File: config.mk
export PLATFORM = sky130hd
export DESIGN_NAME = dcfg_channel_config
export DESIGN_NICKNAME = d
export VERILOG_FILES = /design/src/dcfg_pkg.sv /design/src/dcfg_channel_config.sv
export SDC_FILE = /design/constraint.sdc
export NUM_CORES = 1
export LEC_CHECK = 0
export CAP_MARGIN = 20
export CORE_UTILIZATION = 35
export CTS_BUF_LIST = sky130_fd_sc_hd__clkbuf_16
export DETAILED_ROUTE_END_ITERATION = 8
export DONT_BUFFER_PORTS = 1
export PLACE_DENSITY_LB_ADDON = 0.1
export RECOVER_POWER = 50
export SYNTH_ARGS = -nofsm -noshare
export SYNTH_HDL_FRONTEND = slang
export SYNTH_SLANG_ARGS = --single-unit
File: constraint.sdc
create_clock -name sys_clk -period 12.33 [get_ports sys_clk]
set_input_delay 1.8495 -clock sys_clk [delete_from_list [all_inputs] [get_ports sys_clk]]
set_output_delay 1.8495 -clock sys_clk [all_outputs]
set_load 0.005 [all_outputs]
File: src/dcfg_pkg.sv
// Package for the DMA channel configuration block: register offsets, field positions, reset values, types.
// Assumes a decoded host I/O write port with a 16-bit I/O address and 8-bit data.
package dcfg_pkg;

	localparam logic [15:0] DCFG_OFF_CMD_LOW   = 16'h0008;
	localparam logic [15:0] DCFG_OFF_MODE_LOW  = 16'h000b;
	localparam logic [15:0] DCFG_OFF_CMD_HIGH  = 16'h00d0;
	localparam logic [15:0] DCFG_OFF_MODE_HIGH = 16'h00d6;
	localparam logic [15:0] DCFG_OFF_EXT_LOW   = 16'h040b;
	localparam logic [15:0] DCFG_OFF_EXT_HIGH  = 16'h04d6;

	localparam int DCFG_CMD_ACK_HIGH_BIT = 7;
	localparam int DCFG_CMD_REQ_LOW_BIT  = 6;
	localparam int DCFG_CMD_ROTATE_BIT   = 4;
	localparam int DCFG_CMD_DISABLE_BIT  = 2;

	localparam logic [7:0] DCFG_CMD_RESET      = 8'h00;
	localparam logic [5:0] DCFG_MODE_RESET     = 6'h00;
	localparam logic [5:0] DCFG_EXT_RESET_LOW  = 6'h00;
	localparam logic [5:0] DCFG_EXT_RESET_HIGH = 6'h01;

	localparam logic [1:0] DCFG_MODE_DEMAND  = 2'h0;
	localparam logic [1:0] DCFG_MODE_SINGLE  = 2'h1;
	localparam logic [1:0] DCFG_MODE_BLOCK   = 2'h2;
	localparam logic [1:0] DCFG_MODE_CASCADE = 2'h3;

	localparam logic [1:0] DCFG_TYPE_VERIFY  = 2'h0;
	localparam logic [1:0] DCFG_TYPE_WRITE   = 2'h1;
	localparam logic [1:0] DCFG_TYPE_READ    = 2'h2;
	localparam logic [1:0] DCFG_TYPE_ILLEGAL = 2'h3;

	localparam logic [1:0] DCFG_TIME_COMPAT = 2'h0;

	localparam int DCFG_CHANNELS = 8;

	typedef struct packed {
		logic [1:0] xfer_mode;
		logic       decrement;
		logic       auto_init;
		logic [1:0] xfer_type;
	} dcfg_mode_t;

	typedef struct packed {
		logic       reserved;
		logic       eop_input;
		logic [1:0] timing;
		logic [1:0] data_size;
	} dcfg_ext_t;

	typedef struct packed {
		logic       ack_active_high;
		logic       req_active_low;
		logic       rotating;
		logic       group_enabled;
	} dcfg_group_t;

	typedef struct packed {
		logic [1:0] xfer_mode;
		logic       decrement;
		logic       auto_init;
		logic [1:0] xfer_type;
		logic       type_valid;
		logic [1:0] timing;
		logic [1:0] data_size;
		logic       eop_input;
		logic       enabled;
		logic       cascade_only;
	} dcfg_chan_cfg_t;

endpackage : dcfg_pkg

File: src/dcfg_channel_config.sv
// Configuration registers of a two-group, eight-slot DMA controller: group command, channel mode, extended mode.
// Assumes the host I/O decoder presents one write strobe per I/O cycle with address and byte, synchronous to sys_clk.
//
// Notes on behaviour
// RULE_01: All control registers written through host I/O.
// RULE_02: System reset restores every register default.
// RULE_03: Command register write-only, cleared by reset/master clear.
// RULE_04: Upper group disable also stops lower group.
// RULE_05: Command bit 7 sets acknowledge polarity.
// RULE_06: Command bit 6 sets request sense polarity.
// RULE_07: Command bit 4 selects rotating or fixed priority.
// RULE_08: Command bit 2 disables group when set.
// RULE_09: Software writes zero to reserved command bits.
// RULE_10: Mode bits 7:6 choose transfer mode.
// RULE_11: Channel 4 stays in cascade mode always.
// RULE_12: Mode bit 5 selects address decrement.
// RULE_13: Mode bit 4 enables autoinitialization.
// RULE_14: Mode bits 3:2 transfer type, ignored in cascade.
// RULE_15: Mode bits 1:0 select target channel.
// RULE_16: Extended bits 1:0 select channel, not stored.
// RULE_17: Expansion memory cycles fall back to compatible timing.
// RULE_18: Only system reset loads extended defaults.
// RULE_19: Lower 8-bit bytes, upper 16-bit words defaults.
// RULE_20: Extended bit 6 sets end-of-process direction.
// RULE_21: End-of-process direction follows acknowledge changes.
// RULE_22: During direction overlap drive line only low.
// RULE_23: Extended bits 5:4 select cycle timing.
// RULE_24: Cascade channel only passes request and acknowledge.
`timescale 1ns/1ps
`default_nettype none

module dcfg_channel_config
	import dcfg_pkg::*;
#(
	parameter int CHANNELS = DCFG_CHANNELS
) (
	input  wire logic                 sys_clk,
	input  wire logic                 rst,
	input  wire logic                 clk_en,
	input  wire logic                 io_wr,
	input  wire logic [15:0]          io_addr,
	input  wire logic [7:0]           io_wdata,
	input  wire logic                 master_clear_low,
	input  wire logic                 master_clear_high,
	input  wire logic                 cfg_ready,
	input  wire logic [CHANNELS-1:0]  request_input,
	input  wire logic [CHANNELS-1:0]  grant,
	input  wire logic                 target_is_expansion,
	input  wire logic                 eop_drive_level,
	output logic                      cfg_valid,
	output dcfg_chan_cfg_t            cfg_out,
	output logic [2:0]                cfg_channel,
	output logic [CHANNELS-1:0]       request_active,
	output logic [CHANNELS-1:0]       acknowledge_output,
	output logic                      eop_out,
	output logic                      eop_oe_n,
	output logic                      eop_is_input,
	output logic [1:0]                effective_timing,
	output logic                      rotating_low,
	output logic                      rotating_high
);

	typedef struct packed {
		logic [7:0]              cmd_low;
		logic [7:0]              cmd_high;
		dcfg_mode_t [CHANNELS-1:0] mode;
		dcfg_ext_t  [CHANNELS-1:0] ext;
		logic [2:0]              scan;
		logic                    buf_valid0;
		logic                    buf_valid1;
		dcfg_chan_cfg_t          buf_data0;
		dcfg_chan_cfg_t          buf_data1;
		logic [2:0]              buf_ch0;
		logic [2:0]              buf_ch1;
		logic [CHANNELS-1:0]     last_grant;
		logic [CHANNELS-1:0]     req_act;
		logic [CHANNELS-1:0]     ack;
		logic                    eop_out;
		logic                    eop_oe_n;
		logic                    eop_in_sel;
		logic [1:0]              eff_timing;
	} dcfg_state_t;

	dcfg_state_t cur;
	dcfg_state_t next_cur;

	// Group of a slot: upper half uses the upper command register.
	function automatic logic [7:0] dcfg_group_cmd(input dcfg_state_t s, input logic [2:0] ch);
		dcfg_group_cmd = ch[2] ? s.cmd_high : s.cmd_low;
	endfunction : dcfg_group_cmd

	function automatic logic dcfg_enabled(input dcfg_state_t s, input logic [2:0] ch);
		logic [7:0] own_cmd;
		logic       up_en;
		logic       own_en;
		own_cmd = dcfg_group_cmd(s, ch);
		up_en   = ~s.cmd_high[DCFG_CMD_DISABLE_BIT]; // RULE_08
		own_en  = ~own_cmd[DCFG_CMD_DISABLE_BIT];
		dcfg_enabled = up_en & own_en; // RULE_04
	endfunction : dcfg_enabled

	function automatic dcfg_chan_cfg_t dcfg_summary(input dcfg_state_t s, input logic [2:0] ch);
		dcfg_chan_cfg_t r;
		r.xfer_mode    = s.mode[ch].xfer_mode; // RULE_10
		r.decrement    = s.mode[ch].decrement; // RULE_12
		r.auto_init    = s.mode[ch].auto_init; // RULE_13
		r.xfer_type    = s.mode[ch].xfer_type;
		r.type_valid   = (s.mode[ch].xfer_mode != DCFG_MODE_CASCADE) &&
		                 (s.mode[ch].xfer_type != DCFG_TYPE_ILLEGAL); // RULE_14
		r.timing       = s.ext[ch].timing; // RULE_23
		r.data_size    = s.ext[ch].data_size;
		r.eop_input    = s.ext[ch].eop_input; // RULE_20
		r.enabled      = dcfg_enabled(s, ch);
		r.cascade_only = (s.mode[ch].xfer_mode == DCFG_MODE_CASCADE); // RULE_24
		dcfg_summary = r;
	endfunction : dcfg_summary

	always_comb begin
		logic [2:0] ch;
		logic       pop;
		logic       push;
		logic [7:0] gc;
		ch       = 3'h0;
		pop      = 1'b0;
		push     = 1'b0;
		gc       = 8'h00;
		next_cur = cur;

		// Register writes from the host I/O port.
		if (io_wr) begin // RULE_01
			if (io_addr == DCFG_OFF_CMD_LOW) begin
				next_cur.cmd_low = io_wdata; // RULE_03
			end else if (io_addr == DCFG_OFF_CMD_HIGH) begin
				next_cur.cmd_high = io_wdata;
			end else if (io_addr == DCFG_OFF_MODE_LOW || io_addr == DCFG_OFF_MODE_HIGH) begin
				ch = {io_addr == DCFG_OFF_MODE_HIGH, io_wdata[1:0]}; // RULE_15
				next_cur.mode[ch] = dcfg_mode_t'(io_wdata[7:2]);
				if (ch == 3'h4) begin
					next_cur.mode[ch].xfer_mode = DCFG_MODE_CASCADE; // RULE_11
				end
			end else if (io_addr == DCFG_OFF_EXT_LOW || io_addr == DCFG_OFF_EXT_HIGH) begin
				ch = {io_addr == DCFG_OFF_EXT_HIGH, io_wdata[1:0]};
				next_cur.ext[ch] = dcfg_ext_t'(io_wdata[7:2]); // RULE_16
			end
		end

		// Master clear clears the command register but never the extended settings.
		if (master_clear_low) begin
			next_cur.cmd_low = DCFG_CMD_RESET; // RULE_03 RULE_18
		end
		if (master_clear_high) begin
			next_cur.cmd_high = DCFG_CMD_RESET;
		end

		// Two-entry buffer of per-channel summaries; the consumer may stall without losing one.
		pop = cur.buf_valid0 & cfg_ready;
		push = ~cur.buf_valid1 | pop;
		if (pop) begin
			next_cur.buf_valid0 = cur.buf_valid1;
			next_cur.buf_data0  = cur.buf_data1;
			next_cur.buf_ch0    = cur.buf_ch1;
			next_cur.buf_valid1 = 1'b0;
		end
		if (push) begin
			if (!next_cur.buf_valid0) begin
				next_cur.buf_valid0 = 1'b1;
				next_cur.buf_data0  = dcfg_summary(cur, cur.scan);
				next_cur.buf_ch0    = cur.scan;
			end else begin
				next_cur.buf_valid1 = 1'b1;
				next_cur.buf_data1  = dcfg_summary(cur, cur.scan);
				next_cur.buf_ch1    = cur.scan;
			end
			next_cur.scan = cur.scan + 3'h1;
		end

		// Request sense and acknowledge polarity, per group.
		for (int i = 0; i < CHANNELS; i++) begin
			gc = dcfg_group_cmd(cur, 3'(i));
			next_cur.req_act[i] = (request_input[i] ^ gc[DCFG_CMD_REQ_LOW_BIT]) &
			                      dcfg_enabled(cur, 3'(i)); // RULE_06 RULE_04
			next_cur.ack[i] = (grant[i] & dcfg_enabled(cur, 3'(i))) ~^ gc[DCFG_CMD_ACK_HIGH_BIT]; // RULE_05
		end

		// End-of-process direction changes only when the grant vector changes, including to or from no grant.
		next_cur.last_grant = grant;
		if (grant != cur.last_grant) begin // RULE_21
			next_cur.eop_in_sel = 1'b0;
			next_cur.eop_out    = 1'b0; // RULE_22
			next_cur.eop_oe_n   = 1'b0;
			for (int i = 0; i < CHANNELS; i++) begin
				if (grant[i]) begin
					next_cur.eop_in_sel = cur.ext[i].eop_input; // RULE_20
				end
			end
		end else begin
			// The line is released only after one cycle driven low, so the overlap stays at the inactive level.
			next_cur.eop_oe_n = cur.eop_in_sel;
			next_cur.eop_out  = ~cur.eop_in_sel & eop_drive_level;
		end

		// Extended timing is for main memory only.
		next_cur.eff_timing = DCFG_TIME_COMPAT;
		for (int i = 0; i < CHANNELS; i++) begin
			if (grant[i] && !target_is_expansion) begin
				next_cur.eff_timing = cur.ext[i].timing; // RULE_17
			end
		end
	end

	always_ff @(posedge sys_clk or posedge rst) begin
		if (rst) begin
			cur <= '0; // RULE_02
			for (int i = 0; i < CHANNELS; i++) begin
				cur.mode[i] <= dcfg_mode_t'(DCFG_MODE_RESET);
				cur.ext[i]  <= dcfg_ext_t'((i >= 4) ? DCFG_EXT_RESET_HIGH : DCFG_EXT_RESET_LOW); // RULE_19 RULE_18
			end
			cur.mode[4].xfer_mode <= DCFG_MODE_CASCADE; // RULE_11
			cur.ack               <= '1; // Active-low acknowledge idles high.
			cur.eop_oe_n          <= 1'b0;
		end else if (clk_en) begin
			cur <= next_cur;
		end
	end

	assign cfg_valid          = cur.buf_valid0;
	assign cfg_out            = cur.buf_data0;
	assign cfg_channel        = cur.buf_ch0;
	assign request_active     = cur.req_act;
	assign acknowledge_output = cur.ack;
	assign eop_out            = cur.eop_out;
	assign eop_oe_n           = cur.eop_oe_n;
	assign eop_is_input       = cur.eop_in_sel;
	assign effective_timing   = cur.eff_timing;
	assign rotating_low       = cur.cmd_low[DCFG_CMD_ROTATE_BIT]; // RULE_07
	assign rotating_high      = cur.cmd_high[DCFG_CMD_ROTATE_BIT];

endmodule : dcfg_channel_config

`default_nettype wire

==> results.yml <==
clocking:
  cts_root_buffer: "clkbuf_16"
  cts_tree: "yes"
  clk_pin_slew_ns: 0.06
  clock-sinks: 164
  postCtsHoldBufs: 0
  cts_resized: 0
  cts_buffers: 17
  cts_setup_buffers: 0
  htree_levels: 4
  clock_latency_ns: 0.43
  cts.path.max_buffers: 2
run_status:
  status: "complete, but fails checks"
  violations: "max-capacitance violations, max-slew violations"
grt:
  grt_max_degree: 89
  grt_pass1_vias: 5023
  groute.usage.overall_pct: 17.09
  antenna_found_initial: 0
  grt_pass1_wl_mm: 30.38
  grt_remaining_overflow: 0
sta:
  clock_skew_ns: 0.008939
  finalCritPeriodShare_pct: 36.87
  setup_violations: 0
  report.final.slew_viol_count: 89
  rsz0062_at_grt: "no"
  fin_tns_setup_ns: 0
  final_hold_viol_count: 0
  fmax_mhz: 219.9
  tightest_slew_ns: 4.043
  min_period_ns: 4.547
  setup_ws_ns: 7.783
  relSlewSlack_pct: -171.0
floorplanning:
  boundaryPins: 90
  die_w_um: 153.3
  initial_core_util_pct: 36.14
  dieArea_um2: 23490
  fp-row-count: 54
  die_h_um: 153.3
  core_um2: 22160
placed_design:
  dp_hpwl_mm: 13.05
  pre_cts_slack_ns: 8.500
  place.gp.congestion: 0.7974
  port-buffer-count: 0
  placed_area_um2: 7953
layout:
  ff_latch_area_um2: 4123
  syn_to_final_growth_pct: 6.046
  multi_input_area_um2: 3407
  drive_above_1_share_pct: 30.83
  post-route-cell-area_um2: 8493
  fillers: 2143
  final_cell_mix: "dfrtp_1, mux2_2, a21oi_1, nor2_1, nand2_1"
  insertedDiodeCount: 0
  final_nets: 650
  mostFrequentLayoutCell: "dfrtp_1"
power_and_ir_drop:
  totalPowerFinal_w: 0.001238
  p_leak_nw: 3.684
  ir_drop_v: 0.00008539
  power_density_nw_per_um2: 145.8
logic_synthesis:
  syn_inst: 649
  synth_xor_area_share_pct: 2.953
  synth_top_family_by_area: "multiplexers"
  synth-seq-area-share_pct: 51.46
  synth-main-ff-cell: "dfrtp_1"
  syn-num-nets: 699
  synth_seq_cells: 164
  synth_fa_ha_area_share_pct: 0.1562
  yosysWarnings: 0
  synth-compound-area-share_pct: 7.639
  syn_avg_cell_area_um2: 12.34
  synth-edff-count: 0
  synthDistinctLibCells: 49
  synth_mux_area_share_pct: 22.98
  synth_area_um2: 8009
  async_flop_share_pct: 100.0
  synth-simple-area-share_pct: 8.749
routing:
  routed_wl_mm: 19.00
  via_count: 4861
  final_antenna_net_count: 0
  drt_first_pass_iters: 4
  drtIter0Drc: 234
  vias_per_cell: 5.443
  post_drt_wl_per_cell_um: 21.28
  drcViolationCount: 0
min_path:
  hold_path_class: "flip-flop to flip-flop"
job:
  maxCapViolations: 1
worst_setup_path:
  crit_type: "primary input to async pin"
  critPathLaunchType: "primary input"
  end_kind: "async pin"
  worstPathMaxFanout: 88
  critPathSlowestCell: "clkinvlp_2"
  crit_required_ns: 12.87
  cp_data_arrival_time_ns: 5.09
  crit_chain: "clkinvlp_2, clkbuf_1, buf_16"
  max_stage_delay_ns: 2.22
metrics by stage:
step                      utilization [%]  std cells  hold WS [ns]
after detailed placement            35.89        859        0.4901
final                               38.32        893        0.5018
after global routing                38.32        893        0.5152
after CTS                           38.23        891        0.5051
after global placement              35.89        859        0.4821
after floorplan                         -        649        0.4560
power by group:
part	switching (W)	leakage, nW	internal, W
combinational	0.0000633	1.33	0.0000709
sequential	0.0000558	2.10	0.000575
clock	0.000220	0.257	0.000254
critical path, delay by kind of cell:
kind / cells / cell delay [ns]
buffers and inverters: 3 / 3.17
synth_stat cells, drive strengths merged, types with 13 or more instances:
library cell  number  area share, %
mux2i             14            1.7
mux2             107             15
nand2             35            1.6
dfrtp            150             47
buf               46            4.0
a21oi             41            2.6
mux4              22            6.2
o22ai             18            1.4
xnor2             14            1.5
nor2              42            2.1
dfstp             14            4.6
clkbuf            25            1.3
o2bb2ai           16            1.7
xor2              13            1.4
cell type report:
cell class	instances	area share, %
multi-input combinational	401	40.11
sequential	164	48.54
clock buffer	17	5.009
inverter	10	0.4567
tap	280	4.125
timing repair buffer	6	0.6335
clock inverter	15	1.120
path summary, 6_finish.rpt:
kind | start | to | slack [ns] | cells past startpoint
max in group sys_clk | clk_en | cfg_out[4] | 8.76 | 7
worst min-delay path | cur[145] | cur[145] | 0.50 | 1
worst max register to register | cur[66] | cfg_out[7] | 10.02 | 6
min in group asynchronous | rst | request_active[2] | 2.49 | 1
worst max-delay path | rst | cur[145] | 7.78 | 3
worst min register to register | cur[145] | cur[145] | 0.50 | 1
cell families after synthesis:
group,Yosys count
compound gates,95
xor+xnor,27
fa+ha+maj,1
buf+inv,84
flops,164
mux,143
simple gates,135
per-layer routing:
layer	global-route usage, %	part of all wire [%]	routed length, um	vias to the layer above
met2	25.29	45	8476	98
met1	24.67	50	9573	2545
met5	0	0	0	-
li1	-	-	-	2203
met4	5.243	1.1	211	0
met3	3.969	3.9	741	15
Note: power is estimated with default switching activity, not from simulation.
